==> config.mk <==
export PLATFORM = sky130hd
export DESIGN_NAME = dtc_top
export DESIGN_NICKNAME = d
export VERILOG_FILES = /design/src/rtl/dtc_code_decode.v /design/src/rtl/dtc_top.v
export VERILOG_INCLUDE_DIRS = /design/src /design/src/rtl
export SDC_FILE = /design/constraint.sdc
export NUM_CORES = 1
export LEC_CHECK = 0
export BUFFER_PORTS_ARGS = -buffer_cell sky130_fd_sc_hd__buf_2
export CAP_MARGIN = 10
export CORE_MARGIN = 2
export CORE_UTILIZATION = 46
export CTS_BUF_LIST = sky130_fd_sc_hd__clkbuf_8
export DETAILED_ROUTE_END_ITERATION = 12
export PLACE_DENSITY = 0.88
export SETUP_SLACK_MARGIN = 0.02
export SLEW_MARGIN = 30
export SYNTH_ARGS = -nofsm -noshare
export SYNTH_HDL_FRONTEND = slang
export SYNTH_SLANG_ARGS = --single-unit
==> constraint.sdc <==
create_clock -name aclk -period 2.5 [get_ports aclk]
set_clock_uncertainty 0.2 [all_clocks]
set_input_delay 0 -clock aclk [delete_from_list [all_inputs] [get_ports aclk]]
set_output_delay 0 -clock aclk [all_outputs]
set_load 0.05 [all_outputs]
==> src/rtl/dtc_defines.vh <==
// Purpose: Shared constants for the DRAM termination control block.
// Assumes: AXI4-Lite register access with 32-bit data.
// Notes:   Offsets are byte addresses of aligned words.
`ifndef DTC_DEFINES_VH
`define DTC_DEFINES_VH

// Register map.
`define DTC_ADDR_W          12
`define DTC_OFF_SETTING     12'h000
`define DTC_OFF_WINDOW      12'h004
`define DTC_OFF_STATUS      12'h008

// Field layout of the termination setting register.
`define DTC_DQ_CODE_MSB     2
`define DTC_DQ_CODE_LSB     0
`define DTC_CA_CODE_MSB     6
`define DTC_CA_CODE_LSB     4
`define DTC_SETTING_W       8
`define DTC_SETTING_RST     8'h00
`define DTC_SETTING_MASK    8'h77

// Write window register.
`define DTC_WINDOW_W        8
`define DTC_WINDOW_ONE      8'h01
`define DTC_WINDOW_ZERO     8'h00

// Status register layout.
`define DTC_ST_STRAP        0
`define DTC_ST_CA_ON        1
`define DTC_ST_WIN_ACTIVE   2
`define DTC_ST_DQ_ON        3
`define DTC_ST_PD           4
`define DTC_ST_SR           5
`define DTC_ST_CA_OHM_MSB   15
`define DTC_ST_CA_OHM_LSB   8
`define DTC_ST_DQ_OHM_MSB   23
`define DTC_ST_DQ_OHM_LSB   16

// Termination codes.
`define DTC_CODE_OFF        3'h0
`define DTC_CODE_240        3'h1
`define DTC_CODE_120        3'h2
`define DTC_CODE_80         3'h3
`define DTC_CODE_60         3'h4
`define DTC_CODE_48         3'h5
`define DTC_CODE_40         3'h6

// Resistance in ohms and reference resistor divisor per code.
`define DTC_OHM_W           8
`define DTC_OHM_NONE        8'h00
`define DTC_OHM_240         8'hf0
`define DTC_OHM_120         8'h78
`define DTC_OHM_80          8'h50
`define DTC_OHM_60          8'h3c
`define DTC_OHM_48          8'h30
`define DTC_OHM_40          8'h28
`define DTC_DIV_NONE        3'h0
`define DTC_DIV_1           3'h1
`define DTC_DIV_2           3'h2
`define DTC_DIV_3           3'h3
`define DTC_DIV_4           3'h4
`define DTC_DIV_5           3'h5
`define DTC_DIV_6           3'h6

// AXI responses.
`define DTC_RESP_OKAY       2'h0
`define DTC_RESP_SLVERR     2'h2
`define DTC_ZERO32          32'h0000_0000

`endif

==> src/rtl/dtc_code_decode.v <==
// Purpose: Decode a three-bit termination code into enable and resistance.
// Assumes: Codes above the 40 ohm setting are reserved.
// Notes:   Purely combinational; the caller registers the results.
`timescale 1ns/1ps
`include "dtc_defines.vh"

module dtc_code_decode
(
  // Code in
  input  wire [2:0] code,
  // Decoded result
  output reg        enable,
  output reg  [7:0] resistance_ohm,
  output reg  [2:0] reference_divisor
);

  always @*
  begin
    enable            = 1'b1;
    resistance_ohm    = `DTC_OHM_NONE;
    reference_divisor = `DTC_DIV_NONE;
    case (code)
      `DTC_CODE_240:
      begin
        resistance_ohm    = `DTC_OHM_240;
        reference_divisor = `DTC_DIV_1;
      end
      `DTC_CODE_120:
      begin
        resistance_ohm    = `DTC_OHM_120;
        reference_divisor = `DTC_DIV_2;
      end
      `DTC_CODE_80:
      begin
        resistance_ohm    = `DTC_OHM_80;
        reference_divisor = `DTC_DIV_3;
      end
      `DTC_CODE_60:
      begin
        resistance_ohm    = `DTC_OHM_60;
        reference_divisor = `DTC_DIV_4;
      end
      `DTC_CODE_48:
      begin
        resistance_ohm    = `DTC_OHM_48;
        reference_divisor = `DTC_DIV_5;
      end
      `DTC_CODE_40:
      begin
        resistance_ohm    = `DTC_OHM_40;
        reference_divisor = `DTC_DIV_6;
      end
      // The all-zero code and the reserved code both mean no termination.
      default:
      begin
        enable = 1'b0;
      end
    endcase
  end

endmodule // dtc_code_decode

==> src/rtl/dtc_top.v <==
// Purpose: Termination control for command/address and data-side pins of a DRAM.
// Assumes: Power state and write commands come from logic on aclk; the strap is a pin.
// Notes:   Registers sit behind an AXI4-Lite slave; unmapped addresses give SLVERR.
`timescale 1ns/1ps
`include "dtc_defines.vh"

// Overview of operation
// Data termination off in power-down or self-refresh.
// Write or masked-write command turns data termination on.
// Non-zero data field enables and selects resistance.
// All-zero data field disables data termination.
// Power-down leaves command/address strap state unchanged.
// CA codes map 240 down to 40 ohm.
// Per-line enables for data, strobes and mask.
// CA termination disabled after reset until programmed.
// Strap low forbids CA termination; high uses field.
// Data termination turns off after write burst.
// Controller writes only codes zero through six.
module dtc_top #
(
  parameter DQ_WIDTH       = 16,
  parameter WINDOW_DEFAULT = 8
)
(
  // Clock, reset and enable
  input  wire                  aclk,
  input  wire                  aresetn,
  input  wire                  clk_en,
  // AXI4-Lite write address
  input  wire [11:0]           s_axi_awaddr,
  input  wire [2:0]            s_axi_awprot,
  input  wire                  s_axi_awvalid,
  output wire                  s_axi_awready,
  // AXI4-Lite write data
  input  wire [31:0]           s_axi_wdata,
  input  wire [3:0]            s_axi_wstrb,
  input  wire                  s_axi_wvalid,
  output wire                  s_axi_wready,
  // AXI4-Lite write response
  output reg  [1:0]            s_axi_bresp,
  output reg                   s_axi_bvalid,
  input  wire                  s_axi_bready,
  // AXI4-Lite read address
  input  wire [11:0]           s_axi_araddr,
  input  wire [2:0]            s_axi_arprot,
  input  wire                  s_axi_arvalid,
  output wire                  s_axi_arready,
  // AXI4-Lite read data
  output reg  [31:0]           s_axi_rdata,
  output reg  [1:0]            s_axi_rresp,
  output reg                   s_axi_rvalid,
  input  wire                  s_axi_rready,
  // Device state and commands
  input  wire                  ca_termination_strap,
  input  wire                  power_down,
  input  wire                  self_refresh,
  input  wire                  write_cmd,
  input  wire                  masked_write_cmd,
  // Command/address termination
  output reg                   ca_term_en,
  output reg  [7:0]            ca_termination_resistance,
  output reg  [2:0]            ca_reference_divisor,
  // Data-side termination
  output reg  [DQ_WIDTH-1:0]   dq_term_en,
  output reg                   dqs_t_term_en,
  output reg                   dqs_c_term_en,
  output reg                   dmi_term_en,
  output reg  [7:0]            dq_termination_resistance,
  output reg  [2:0]            dq_reference_divisor
);

  localparam [31:0]            WINDOW_INIT = WINDOW_DEFAULT;
  // Register state
  reg  [7:0]                   termination_setting_reg;
  reg  [7:0]                   window_len_reg;
  reg  [7:0]                   window_cnt_reg;
  reg  [7:0]                   window_cnt_next;
  reg                          strap_meta_reg;
  reg                          strap_sync_reg;

  // Bus slave state
  reg                          aw_full_reg;
  reg  [11:0]                  aw_addr_reg;
  reg                          w_full_reg;
  reg  [31:0]                  w_data_reg;
  reg  [3:0]                   w_strb_reg;
  reg  [31:0]                  rd_word;
  reg                          rd_ok;

  // Decoded codes
  wire                         ca_code_en;
  wire [7:0]                   ca_ohm;
  wire [2:0]                   ca_div;
  wire                         dq_code_en;
  wire [7:0]                   dq_ohm;
  wire [2:0]                   dq_div;
  wire                         low_power;
  wire                         any_write;
  wire                         window_active;
  wire                         dq_on_next;
  wire                         ca_on_next;
  wire                         do_write;
  wire [31:0]                  status_word;

  dtc_code_decode u_ca_decode
  (
    .code              (termination_setting_reg[`DTC_CA_CODE_MSB:`DTC_CA_CODE_LSB]),
    .enable            (ca_code_en),
    .resistance_ohm    (ca_ohm),
    .reference_divisor (ca_div)
  );

  dtc_code_decode u_dq_decode
  (
    .code              (termination_setting_reg[`DTC_DQ_CODE_MSB:`DTC_DQ_CODE_LSB]),
    .enable            (dq_code_en),
    .resistance_ohm    (dq_ohm),
    .reference_divisor (dq_div)
  );

  assign low_power = power_down | self_refresh;
  assign any_write = write_cmd | masked_write_cmd;

  // The strap pin is brought onto aclk before anything looks at it.
  always @(posedge aclk)
  begin
    if (!aresetn)
    begin
      strap_meta_reg <= 1'b0;
      strap_sync_reg <= 1'b0;
    end
    else if (clk_en)
    begin
      strap_meta_reg <= ca_termination_strap;
      strap_sync_reg <= strap_meta_reg;
    end
  end

  // A write command loads the window, a later one extends it, and low power cancels it.
  always @*
  begin
    window_cnt_next = window_cnt_reg;
    if (any_write && dq_code_en && !low_power)
    begin
      if (window_len_reg == `DTC_WINDOW_ZERO)
      begin
        window_cnt_next = `DTC_WINDOW_ONE;
      end
      else
      begin
        window_cnt_next = window_len_reg;
      end
    end
    else if (window_cnt_reg != `DTC_WINDOW_ZERO)
    begin
      window_cnt_next = low_power ? `DTC_WINDOW_ZERO
                                  : window_cnt_reg - `DTC_WINDOW_ONE;
    end
  end

  assign window_active = (window_cnt_next != `DTC_WINDOW_ZERO);
  // Data termination needs an enabled code, an open window and full power.
  assign dq_on_next = window_active && dq_code_en && !low_power;
  // The power state has no say here so other ranks stay terminated.
  assign ca_on_next = strap_sync_reg && ca_code_en;

  always @(posedge aclk)
  begin
    if (!aresetn)
    begin
      window_cnt_reg            <= `DTC_WINDOW_ZERO;
      ca_term_en                <= 1'b0;
      ca_termination_resistance <= `DTC_OHM_NONE;
      ca_reference_divisor      <= `DTC_DIV_NONE;
      dqs_t_term_en             <= 1'b0;
      dqs_c_term_en             <= 1'b0;
      dmi_term_en               <= 1'b0;
      dq_termination_resistance <= `DTC_OHM_NONE;
      dq_reference_divisor      <= `DTC_DIV_NONE;
    end
    else if (clk_en)
    begin
      window_cnt_reg            <= window_cnt_next;
      ca_term_en                <= ca_on_next;
      ca_termination_resistance <= ca_on_next ? ca_ohm : `DTC_OHM_NONE;
      ca_reference_divisor      <= ca_on_next ? ca_div : `DTC_DIV_NONE;
      dqs_t_term_en             <= dq_on_next;
      dqs_c_term_en             <= dq_on_next;
      dmi_term_en               <= dq_on_next;
      dq_termination_resistance <= dq_on_next ? dq_ohm : `DTC_OHM_NONE;
      dq_reference_divisor      <= dq_on_next ? dq_div : `DTC_DIV_NONE;
    end
  end

  // Each data line has its own termination switch.
  genvar i;
  generate
    for (i = 0; i < DQ_WIDTH; i = i + 1)
    begin : g_dq_line
      always @(posedge aclk)
      begin
        if (!aresetn)
        begin
          dq_term_en[i] <= 1'b0;
        end
        else if (clk_en)
        begin
          dq_term_en[i] <= dq_on_next;
        end
      end
    end
  endgenerate

  // Write channels are taken independently and held until both are present.
  assign s_axi_awready = !aw_full_reg && !s_axi_bvalid;
  assign s_axi_wready  = !w_full_reg && !s_axi_bvalid;
  assign do_write      = aw_full_reg && w_full_reg && !s_axi_bvalid;

  always @(posedge aclk)
  begin
    if (!aresetn)
    begin
      aw_full_reg             <= 1'b0;
      aw_addr_reg             <= 12'h000;
      w_full_reg              <= 1'b0;
      w_data_reg              <= `DTC_ZERO32;
      w_strb_reg              <= 4'h0;
      s_axi_bvalid            <= 1'b0;
      s_axi_bresp             <= `DTC_RESP_OKAY;
      termination_setting_reg <= `DTC_SETTING_RST;
      window_len_reg          <= WINDOW_INIT[7:0];
    end
    else if (clk_en)
    begin
      if (s_axi_awvalid && s_axi_awready)
      begin
        aw_full_reg <= 1'b1;
        aw_addr_reg <= s_axi_awaddr;
      end
      if (s_axi_wvalid && s_axi_wready)
      begin
        w_full_reg <= 1'b1;
        w_data_reg <= s_axi_wdata;
        w_strb_reg <= s_axi_wstrb;
      end
      if (do_write)
      begin
        aw_full_reg  <= 1'b0;
        w_full_reg   <= 1'b0;
        s_axi_bvalid <= 1'b1;
        s_axi_bresp  <= `DTC_RESP_OKAY;
        case (aw_addr_reg)
          `DTC_OFF_SETTING:
          begin
            if (w_strb_reg[0])
            begin
              termination_setting_reg <= w_data_reg[7:0] & `DTC_SETTING_MASK;
            end
          end
          `DTC_OFF_WINDOW:
          begin
            if (w_strb_reg[0])
            begin
              window_len_reg <= w_data_reg[7:0];
            end
          end
          `DTC_OFF_STATUS:
          begin
            s_axi_bresp <= `DTC_RESP_OKAY;
          end
          default:
          begin
            s_axi_bresp <= `DTC_RESP_SLVERR;
          end
        endcase
      end
      else if (s_axi_bvalid && s_axi_bready)
      begin
        s_axi_bvalid <= 1'b0;
      end
    end
  end

  assign status_word = {8'h00, dq_termination_resistance, ca_termination_resistance, 2'h0,
                        self_refresh, power_down, dqs_t_term_en,
                        (window_cnt_reg != `DTC_WINDOW_ZERO), ca_term_en, strap_sync_reg};

  // Read data mux with an error answer for unmapped words.
  always @*
  begin
    rd_word = `DTC_ZERO32;
    rd_ok   = 1'b1;
    case (s_axi_araddr)
      `DTC_OFF_SETTING:
      begin
        rd_word = {24'h000000, termination_setting_reg};
      end
      `DTC_OFF_WINDOW:
      begin
        rd_word = {24'h000000, window_len_reg};
      end
      `DTC_OFF_STATUS:
      begin
        rd_word = status_word;
      end
      default:
      begin
        rd_ok = 1'b0;
      end
    endcase
  end

  assign s_axi_arready = !s_axi_rvalid;

  always @(posedge aclk)
  begin
    if (!aresetn)
    begin
      s_axi_rvalid <= 1'b0;
      s_axi_rdata  <= `DTC_ZERO32;
      s_axi_rresp  <= `DTC_RESP_OKAY;
    end
    else if (clk_en)
    begin
      if (s_axi_arvalid && s_axi_arready)
      begin
        s_axi_rvalid <= 1'b1;
        s_axi_rdata  <= rd_word;
        s_axi_rresp  <= rd_ok ? `DTC_RESP_OKAY : `DTC_RESP_SLVERR;
      end
      else if (s_axi_rvalid && s_axi_rready)
      begin
        s_axi_rvalid <= 1'b0;
      end
    end
  end

endmodule // dtc_top

==> After elaboration in Yosys (flattened, before gate mapping) <==
Cells that the tools add are included.
{ "word_totals": {"output_inout_bits": 83, "wordCells": 108, "reg_bits": 109} }
{ "op_classes": {"n_reduce_logical": 42, "n_mux": 26, "addsub": 1, "n_eq_ne": 16, "bitwise": 2} }
{ "ops": {"columns": ["cell", "n"], "rows": [
  ["8-bit one-hot mux with 6 select lines", 2],
  ["24-bit one-hot mux with 3 select lines", 1],
  ["8-bit 2-to-1 mux", 6],
  ["3-bit one-hot mux with 6 select lines", 2],
  ["12-bit by 3-bit equality test with 1-bit output (second input constant)", 2],
  ["12-bit by 4-bit equality test with 1-bit output (second input constant)", 2],
  ["12-bit zero test", 2],
  ["3-bit equality test (second input constant)", 6],
  ["2-bit AND reduction", 8],
  ["8-bit nonzero test", 2],
  ["1-bit logical AND", 14],
  ["3-bit by 2-bit equality test with 1-bit output (second input constant)", 4],
  ["6-bit OR reduction", 2],
  ["1-bit 2-to-1 mux", 11],
  ["8-bit zero test", 1],
  ["4-bit AND reduction", 2],
  ["2-bit nonzero test", 4],
  ["8-bit by 1-bit subtractor with 8-bit output (second input constant)", 1],
  ["3-bit by 1-bit equality test with 1-bit output (second input constant)", 2],
  ["3-bit 2-to-1 mux", 2],
  ["3-bit OR reduction", 2],
  ["1-bit zero test", 5],
  ["2-bit 2-to-1 mux", 2],
  ["1-bit OR", 2]
]} }

==> Depth between registers and ports, before layout <==
Gate-level depths: netlist of the first run.
{ "logic_depth": {"depth_word": 10, "mapped_depth": 9, "ltp_nobuf": 8} }

==> By module <==
A second synthesis of the first run with hierarchy kept.
{ "hier_totals": {"cells_unflattened": 541, "area_unflattened_um2": 4570.6} }
{ "modules_own_cells": {"columns": ["mod", "cells_per_inst", "area_per_inst_um2", "n_inst", "seq_area_each_um2"], "rows": [
  ["dtc_top", 505, 4350.4, 1, 1981.9],
  ["dtc_code_decode", 18, 110.1, 2, 0.0]
]} }

==> Worst setup path before layout of the first run <==
OpenSTA, ideal clock, no wires.
{ "synth_timing": {"path_type": "reg-to-reg", "from": "reg s_axi_rvalid", "to": "reg s_axi_rdata[11]", "synth_period_minus_slack_ns": 2.498, "arrival_ns": 2.232, "path_stages_with_launch": 8, "setup_ns": 0.066, "path_buffers": 1, "setup_slack_ns": 0.002, "cell_sequence": "dfxtp_1 inv_1 nand3_1 nor3_2 and2_1 clkbuf_1 a22oi_1 nor2_1"} }
{ "synth_via": {"elab_chain_len": 3} }
{ "synth_rtl": {"columns": ["element", "line", "rtl"], "rows": [
  ["from (decl)", "dtc_top.v:51", "output reg s_axi_rvalid,"],
  ["from (signal assigned)", "dtc_top.v:319", "s_axi_rvalid <= 1'b0;"],
  ["from (signal assigned)", "dtc_top.v:327", "s_axi_rvalid <= 1'b1;"],
  ["from (signal assigned)", "dtc_top.v:333", "s_axi_rvalid <= 1'b0;"],
  ["1-bit zero test", "dtc_top.v:313", "assign s_axi_arready = !s_axi_rvalid;"],
  ["net s_axi_arready", "dtc_top.v:47", "output wire s_axi_arready,"],
  ["1-bit logical AND", "dtc_top.v:325", "if (s_axi_arvalid && s_axi_arready)"],
  ["2-bit AND reduction (no line)", null, null],
  ["to (signal assigned)", "dtc_top.v:320", "s_axi_rdata <= `DTC_ZERO32;"],
  ["to (signal assigned)", "dtc_top.v:328", "s_axi_rdata <= rd_word;"],
  ["to (decl)", "dtc_top.v:49", "output reg [31:0] s_axi_rdata,"]
]} }
The timed path passes the listed nets, and every way through them passes these cells.
A chain may end at the register's enable or synchronous reset.

==> Worst setup path after layout of the first run <==
{ "layout_timing": {"from": "reg window_cnt_reg[0]", "to": "reg dq_termination_resistance[4]"} }
{ "layout_via": {"elab_chain_len": 8} }
{ "layout_rtl": {"columns": ["element", "line", "rtl"], "rows": [
  ["from (decl)", "dtc_top.v:76", "reg [7:0] window_cnt_reg;"],
  ["from (signal assigned)", "dtc_top.v:171", "window_cnt_reg <= `DTC_WINDOW_ZERO;"],
  ["from (signal assigned)", "dtc_top.v:183", "window_cnt_reg <= window_cnt_next;"],
  ["8-bit by 1-bit subtractor with 8-bit output (no line)", null, null],
  ["8-bit 2-to-1 mux (no line)", null, null],
  ["8-bit 2-to-1 mux (*)", "dtc_top.v:154", "else if (window_cnt_reg != `DTC_WINDOW_ZERO)"],
  ["8-bit 2-to-1 mux (*)", "dtc_top.v:143", "if (any_write && dq_code_en && !low_power)"],
  ["8-bit nonzero test (no line) (*)", null, null],
  ["1-bit logical AND (*) (2 in a row)", "dtc_top.v:163", "assign dq_on_next = window_active && dq_code_en && !low_power;"],
  ["8-bit 2-to-1 mux (no line) (*)", null, null],
  ["to (signal assigned)", "dtc_top.v:178", "dq_termination_resistance <= `DTC_OHM_NONE;"],
  ["to (signal assigned)", "dtc_top.v:190", "dq_termination_resistance <= dq_on_next ? dq_ohm : `DTC_OHM_NONE;"],
  ["to (decl)", "dtc_top.v:68", "output reg [7:0] dq_termination_resistance,"]
]} }
Mark *: on every way between the ends. The rest lies on a longest branch, timed or not.

==> results.md, run 1 <==
- Sum of routed wire length over all layers: 11.48 mm
- Cts bufs inserted: 9
- GR met2 Demand/Resource: 0.3960
- Launch point of the critical path: window_cnt_reg[0]
- Top-level port count: 162
- Count of cell instances traversed by the critical path: 7
- Hold path start: s_axi_wvalid
- GRT Overall Usage: 0.2280
- Area Overhead vs Synth: 26.37%
- DRC Markers: 0
- IO buf count: 110
- Synthesized cell area: 0.004228 mm²
- Final hold violation count: 0
- Final-layout fill cell count: 736
- Sequential fraction of the synthesis area: 0.4309
- Width of the chip: 99.87 µm
- Number of pins with negative max-slew slack in the final report: 0
- Number of antenna diodes: 0
- Max H-tree Level: 3
- Overflow left after global routing: 0
- Maximum number of pins on one net before global-route repair: 47
- Wire length of the first global-routing pass: 18.27 mm
- Most used routing layer in global routing: met2
- Worst-case reg-to-reg path depth: 7
- Number of setup buffers added after CTS: 0
- Synth cell types: 58
- Leakage power total: 2.389 nW
- Via-per-instance ratio: 5.607
- Detailed router's first-iteration violation count: 276
- Required arrival time at the worst endpoint: 2560 ps
- Number of storage elements in the synthesis netlist: 91
- Number of global-route vias before repair: 3912
- Classification of the worst-slack hold path: input port to flop
- Effective utilization at floorplan: 0.4801
- Worst-path fanout max: 8
- Unrepaired setup endpoints after global routing: true
- Mean instance size in the synthesized netlist: 8.541 µm²
- Number of synthesized flops with an enable pin: 0
- RR Startpoint: window_cnt_reg[0]
- Hold slack final: 4.383 ps
- Global-route met1 utilization: 0.2811
- Final Setup Violations: 0
- Number of cells produced by synthesis: 495
- Core box area: 0.008806 mm²
- Std cell rows: 34
- Clock transition at the registers of the reported paths: 100 ps
- Min cycle time layout: 2460 ps
- Design Power: 3.014 mW
- Worst Hold Depth: 4
- Total of max-cap violations: 0
- Share of cells above drive strength 1: 0.2787
- Normalized max-slew margin: 0.5563
- Worst-skew pair later-pin latency: 360 ps
- Die footprint: 0.009974 mm²
- Post-route clock period utilization: 0.9839
- Top cell family by delay on the critical path: compound AO/OA/AOI/OAI gates
- Final total negative setup slack: 0 ps
- WP data arrival: 2520 ps
- Met3 usage in global routing: 0.03760
- Transition time at the pin with the least slew margin: 663.1 ps
- Max incr delay on CP: 540 ps
- Detail Placement HPWL: 7.961 mm
- Cell with the biggest individual delay on the critical path: sky130_fd_sc_hd__or4_4
- Number of nets with antenna violations after routing: 0
- Kind of start point of the critical path: flop
- Cell breakdown of the critical path: buf_6 > or4_4 > o211ai_1 > nand2_4 > o41ai_4 > a31oi_4 > a32o_2
- Primary flip-flop cell chosen by synthesis mapping: sky130_fd_sc_hd__dfxtp_1
- Share of async-settable or async-resettable flops after synthesis: 0
- Sum of buffers and inverters on the critical path: 1
- CTS sink count: 91
- Placement Setup Slack: 9.867 ps
- Power per Cell Area: 564.1 mW/mm²
- Flip-flop count of the largest register, all copies and words added: 20
- Clock tree from TritonCTS: built
- Final net count: 704
- Worst setup EP type: flop
- Antenna violations before repair: 0
- Maximum operating frequency: 0.4065 GHz
- CTS root buf: sky130_fd_sc_hd__clkbuf_8
- Run status: completed
- Final Worst Setup Slack: 40.23 ps
- Pre-Repair DR Iteration Count: 5
- Via total after detailed routing: 4127
- Post-detailed-route wirelength per cell: 15.59 µm
- Buffers from clock root to sink, at most: 2
- Final weighted congestion of routability-driven global placement: 0.9064
- Peak supply drop: 426.6 µV
- Setup Crit Path Kind: flop to flop
- Yosys synthesis warning count: 0
- Die H: 99.87 µm
- Final Util: 0.6067
[cells in the final DEF, fill, tap and decap left out, drive strengths merged, types with 8 or more instances in the layout]
cell type / synthesis / final
dfxtp: 91 / 91
a22oi: 21 / 21
mux2i: 25 / 25
nor2: 64 / 64
a21oi: 40 / 40
dlygate4sd3: 0 / 30
nor2b: 8 / 8
conb: 1 / 18
buf: 42 / 135
nand2: 71 / 71
nand3: 9 / 9
o21ai: 13 / 13
inv: 10 / 13
clkbuf: 23 / 9
[worst paths after layout]
check                                       to  slack [ps]
setup / recovery  dq_termination_resistance[4]          40
hold / removal                   w_data_reg[1]           4
setup reg to reg  dq_termination_resistance[4]          40
hold reg to reg                  w_data_reg[7]         260
[cell usage after synthesis, types with 2 or more instances]
| cell type | count | area [µm²] |
|---|---|---|
| sky130_fd_sc_hd__inv_1 | 9 | 33.78 |
| sky130_fd_sc_hd__nor2_1 | 64 | 240.2 |
| sky130_fd_sc_hd__or4_4 | 2 | 22.52 |
| sky130_fd_sc_hd__o21ai_0 | 11 | 55.05 |
| sky130_fd_sc_hd__a221oi_1 | 4 | 35.03 |
| sky130_fd_sc_hd__nand3_1 | 9 | 45.04 |
| sky130_fd_sc_hd__buf_4 | 37 | 277.8 |
| sky130_fd_sc_hd__mux2i_1 | 25 | 250.2 |
| sky130_fd_sc_hd__o211ai_1 | 2 | 15.01 |
| sky130_fd_sc_hd__or3_1 | 2 | 12.51 |
| sky130_fd_sc_hd__dfxtp_1 | 91 | 1822 |
| sky130_fd_sc_hd__nor2b_1 | 8 | 50.05 |
| sky130_fd_sc_hd__clkbuf_1 | 23 | 86.33 |
| sky130_fd_sc_hd__buf_2 | 2 | 10.01 |
| sky130_fd_sc_hd__o211a_1 | 2 | 20.02 |
| sky130_fd_sc_hd__a32o_1 | 4 | 40.04 |
| sky130_fd_sc_hd__a211oi_1 | 4 | 30.03 |
| sky130_fd_sc_hd__a32o_2 | 3 | 33.78 |
| sky130_fd_sc_hd__and3b_1 | 2 | 17.52 |
| sky130_fd_sc_hd__nand3b_1 | 3 | 22.52 |
| sky130_fd_sc_hd__nor3_1 | 6 | 30.03 |
| sky130_fd_sc_hd__xnor2_1 | 2 | 17.52 |
| sky130_fd_sc_hd__nor4_1 | 5 | 31.28 |
| sky130_fd_sc_hd__buf_1 | 2 | 7.510 |
| sky130_fd_sc_hd__a21oi_1 | 39 | 195.2 |
| sky130_fd_sc_hd__o31ai_1 | 3 | 22.52 |
| sky130_fd_sc_hd__or4_1 | 3 | 22.52 |
| sky130_fd_sc_hd__nand2_1 | 71 | 266.5 |
| sky130_fd_sc_hd__a22oi_1 | 21 | 157.7 |
| sky130_fd_sc_hd__and2_1 | 2 | 12.51 |
| sky130_fd_sc_hd__a22o_1 | 5 | 43.79 |
| sky130_fd_sc_hd__ha_1 | 2 | 25.02 |
| sky130_fd_sc_hd__a31oi_1 | 2 | 12.51 |
[layer usage]
| layer | part of all wire | vias to the layer above |
|---|---|---|
| li1 | - | 1938 |
| met1 | 0.40 | 1947 |
| met2 | 0.50 | 212 |
| met3 | 0.070 | 30 |
| met4 | 0.029 | 0 |
| met5 | 0 | - |
[worst min-delay path, delay by kind of cell]
| kind | cells | cell delay (ps) |
|---|---|---|
| AO/OA/AOI/OAI | 1 | 50 |
| buffers and inverters | 1 | 90 |
| AND/OR/NAND/NOR | 2 | 390 |
[power breakdown]
part	switching, mW	total, mW	internal, mW
Clock	0.580	1.07	0.490
Combinational	0.273	0.442	0.169
Sequential	0.0225	1.50	1.48
[area by class of cell]
cell class	count	area, µm²	area share
clock buffers	9	123.9	0.02319
clock inverters	7	92.59	0.01733
inverters	10	41.29	0.007728
multi-input cells	346	2078	0.3890
flip-flops and latches	91	1826	0.3417
well taps	108	135.1	0.02529
repair buffers	165	1046	0.1958
[repair_timing]
item                                   CTS  global route
hold buffers                            30             0
pin swaps                                4             6
cloned                                   0             0
setup endpoints to repair                5            10
gates resized for setup                  3            10
endpoints found under the hold margin   33             0
[logic make-up after synthesis]
group	share of synthesized area
DFF	0.4309
adders and majority gates	0.005918
muxes	0.06185
other	0.0008870
buffers and inverters	0.1018
and+or+nand+nor	0.1971
xor gates and xnor gates	0.006216
AOI/OAI and AO/OA	0.1953
[metrics by stage]
stage / instance area [µm²] / cells
final: 5343 / 736
after CTS: 5315 / 736
after global routing: 5343 / 736
after floorplan: 4295 / 512
after detailed placement: 4788 / 690
after global placement: 4788 / 690
No activity file was read; power rests on OpenSTA's default activity.
==> run 2, diff against run 1 <==
ABC_AREA = 1   (was unset)
PLACE_DENSITY = 0.87   (was 0.88)
==> results.md, run 2 <==
- Most instantiated library cell after synthesis: sky130_fd_sc_hd__nand2_1
- Largest area contributor in the netlist: sky130_fd_sc_hd__dfxtp_1
- Number of storage elements in the synthesis netlist: 91 (unchanged)
- Flip-flop count of the largest register, all copies and words added: 20 (unchanged)
- Terminating pin of the worst hold path: s_axi_rresp[1]
- Antenna violations before repair: 0 (unchanged)
- Detailed router's first-iteration violation count: 320 (+16%)
- WP data arrival: 2380 ps (-140 ps)
- Post-detailed-route wirelength per cell: 13.29 µm (-15%)
- Min cycle time layout: 2277 ps (-183.2 ps)
- Kind of start point of the critical path: input port
- Pre-Repair DR Iteration Count: 5 (unchanged)
- Maximum number of pins on one net before global-route repair: 45 (-4.3%)
- Sum of routed wire length over all layers: 11.45 mm (-0.20%)
- Final Util: 0.6007 (-0.006026)
- CTS root buf: sky130_fd_sc_hd__clkbuf_8
- Final net count: 827 (+17%)
- Cell with the biggest individual delay on the critical path: sky130_fd_sc_hd__dlygate4sd3_1
- Effective utilization at floorplan: 0.4732 (-0.006911)
- Commonest non-fill, non-tap cells in the layout: sky130_fd_sc_hd__buf_2, sky130_fd_sc_hd__nand2_1, sky130_fd_sc_hd__dfxtp_1
- Area Overhead vs Synth: 26.94%
- Worst-skew pair later-pin latency: 370 ps (about the same)
- Top-level port count: 162 (unchanged)
- Top cells by area in the synthesized netlist: sky130_fd_sc_hd__dfxtp_1, sky130_fd_sc_hd__nand2_1, sky130_fd_sc_hd__a21oi_1, sky130_fd_sc_hd__o21ai_0, sky130_fd_sc_hd__buf_4
- Unrepaired setup endpoints after global routing: false
- Classification of the worst-slack hold path: input port to flop
- Total of max-cap violations: 0 (unchanged)
- Synth cell types: 34 (-41%)
- Post-route clock period utilization: 0.9106 (-0.07329)
- Critical path's most frequent cell: sky130_fd_sc_hd__nand2_1
- Share of cells above drive strength 1: 0.2117 (-0.06694)
- Overflow left after global routing: 0 (unchanged)
- Final standard cell area without fillers: 0.005524 mm² (+3.4%)
- Sequential fraction of the synthesis area: 0.4186 (-0.01227)
- Cts bufs inserted: 9 (unchanged)
- IO buf count: 110 (unchanged)
- Buffers from clock root to sink, at most: 2 (unchanged)
- Primary flip-flop cell chosen by synthesis mapping: sky130_fd_sc_hd__dfxtp_1
- GRT Overall Usage: 0.2234 (-0.004565)
- Via total after detailed routing: 4437 (+7.5%)
- Sum of buffers and inverters on the critical path: 4 (+3)
- Via-per-instance ratio: 5.147 (-8.2%)
- Endpoint of the worst register-to-register path: w_data_reg[4]
- DRC Markers: 0 (unchanged)
- Wire length of the first global-routing pass: 18.34 mm (+0.38%)
- Share of Yosys cell area claimed by the top area cell type: 0.4186 (-0.01227)
- Die H: 101.3 µm (+1.4%)
- Detail Placement HPWL: 7.284 mm (-8.5%)
- Final-layout fill cell count: 827 (+12%)
- Power per Cell Area: 569.7 mW/mm² (+0.98%)
- Wire length on met1: 4.885 mm (+5.4%)
- Mean instance size in the synthesized netlist: 7.181 µm² (-16%)
- Leakage power total: 2.502 nW (+4.7%)
- Synthesized cell area: 0.004352 mm² (+2.9%)
- Number of setup buffers added after CTS: 0 (unchanged)
- Std cell rows: 35 (+2.9%)
- Share of async-settable or async-resettable flops after synthesis: 0 (unchanged)
- Final total negative setup slack: 0 ps (unchanged)
- Worst setup EP type: flop
- Area after DPL: 0.004730 mm² (-1.2%)
- Final Setup Violations: 0 (unchanged)
- Yosys synthesis warning count: 0 (unchanged)
- Normalized max-slew margin: 0.5268 (-0.02950)
- Maximum operating frequency: 0.4393 GHz (+8.0%)
- Transition time at the pin with the least slew margin: 709.0 ps (+45.92 ps)
- Setup Crit Path Kind: input port to flop
- Number of pins with negative max-slew slack in the final report: 0 (unchanged)
- Number of cells produced by synthesis: 606 (+22%)
- Run status: completed
- Clock transition at the registers of the reported paths: 100 ps (about the same)
- Most common cell after layout, fill and taps aside: sky130_fd_sc_hd__buf_2
- Max H-tree Level: 3 (unchanged)
- Clock tree from TritonCTS: built
- Number of nets with antenna violations after routing: 0 (unchanged)
- Peak supply drop: 326.8 µV (-23%)
- Max incr delay on CP: 550 ps (about the same)
- Total length of routed met2 wires: 5.563 mm (-2.5%)
- Required arrival time at the worst endpoint: 2600 ps (+40 ps)
- Uppermost signal routing layer after detailed routing: met4
- RR Startpoint: s_axi_bvalid
- Worst-case reg-to-reg path depth: 5 (-2)
- Number of global-route vias before repair: 4011 (+2.5%)
- Most common library cells after synthesis: sky130_fd_sc_hd__nand2_1, sky130_fd_sc_hd__dfxtp_1, sky130_fd_sc_hd__a21oi_1
- Worst-path fanout max: 16 (+8)
- Worst Hold Depth: 5 (+1)
- Die footprint: 0.01025 mm² (+2.8%)
- Final weighted congestion of routability-driven global placement: 0.9819 (+8.3%)
- Top cell family by delay on the critical path: buffers and inverters
- Core box area: 0.009196 mm² (+4.4%)
- Width of the chip: 101.3 µm (+1.4%)
- Design Power: 3.147 mW (+4.4%)
- Cell breakdown of the critical path: dlygate4sd3_1 > buf_2 > nand2_1 > nor2_1 > nand2_1 > inv_1 > nand2_1 > o211ai_1 > nand2_1 > dlygate4sd3_1 > a21oi_1
- Worst reg2reg setup slack: 260 ps (+220 ps)
- Number of synthesized flops with an enable pin: 0 (unchanged)
- Final hold violation count: 0 (unchanged)
- Met3 Wirelength: 795 µm (-0.87%)
- CTS sink count: 91 (unchanged)
- Hold path start: s_axi_araddr[0]
- Number of antenna diodes: 0 (unchanged)
run 2: changes by cell type in the layout (fill, tap and decap cells not counted), sizes merged, moves of 7 or more:
cell and delta:
buf -18, a22oi -21, nand2 +39, nand3 +30, mux2i -25, dlygate4sd3 +26
nor2 +12, o21ai +47, inv +51, nor2b -8, a32o -7, a21oi +37
run 2: where the power goes:
group,total (mW),switching [mW],internal (mW)
clock,1.14,0.563,0.579
combinational,0.485,0.309,0.177
sequential,1.52,0.0291,1.49
total,3.15,0.901,2.25
run 2: logic make-up after synthesis:
group | Yosys count | share of synthesized area
other | 1 | 0.0008617
flip-flops | 91 | 0.4186
AO/OA/AOI/OAI | 146 | 0.1760
XOR/XNOR | 1 | 0.002013
buffers and inverters | 122 | 0.1515
adder cells (fa/ha/maj) | 2 | 0.005750
AND/OR/NAND/NOR | 243 | 0.2453
run 2: metrics by stage:
step | cells | setup slack, ps | hold WS (ps)
2_1_floorplan | 623 | 159.8 | -65.09
3_3_place_gp | 790 | 493.9 | 49.96
3_5_place_dp | 790 | 466.8 | 54.84
4_1_cts | 861 | 266.3 | 5.571
5_1_grt | 862 | 40.41 | 41.42
6_report | 862 | 223.5 | 10.72
run 2: final cells by class:
cell class,instances,area [µm²],area share
clock inverters,7,105.1,0.01903
flip-flops and latches,91,1822,0.3298
inverters,61,231.5,0.04190
repair buffers,173,1164,0.2106
clock buffers,9,123.9,0.02242
well taps,111,138.9,0.02514
multi-input cells,410,1939,0.3511
run 2: worst max path at each step:
stage	start	slack, ps	endpoint	cells past startpoint
floorplan	s_axi_bvalid	160	w_data_reg[6]	5
global placement	window_cnt_reg[0]	490	dq_term_en[15]	13
detailed placement	window_cnt_reg[0]	470	dq_term_en[15]	13
CTS	s_axi_araddr[3]	270	s_axi_rdata[4]	11
global route	s_axi_araddr[3]	40	s_axi_rdata[4]	11
finish	s_axi_araddr[3]	220	s_axi_rdata[4]	11
run 2: timing repair:
action / 4_1_cts / 5_1_grt
endpoints found under the setup margin: 0 / 3
endpoints found under the hold margin: 57 / 7
hold buffers: 55 / 1
gates resized for setup: 0 / 1
run 2: per-layer routing:
layer,vias up,track usage
met5,-,0
met4,0,0.06861
met3,20,0.04279
met2,192,0.3795
met1,2030,0.2882
li1,2195,-
run 2: worst register-to-register path, cell delays in order, from the launching register on:
cell and delay, ps:
sky130_fd_sc_hd__dfxtp_1 350, sky130_fd_sc_hd__nor2_1 290, sky130_fd_sc_hd__nand3_2 350, sky130_fd_sc_hd__o21ai_0 290, sky130_fd_sc_hd__dlygate4sd3_1 600, sky130_fd_sc_hd__a21oi_1 50
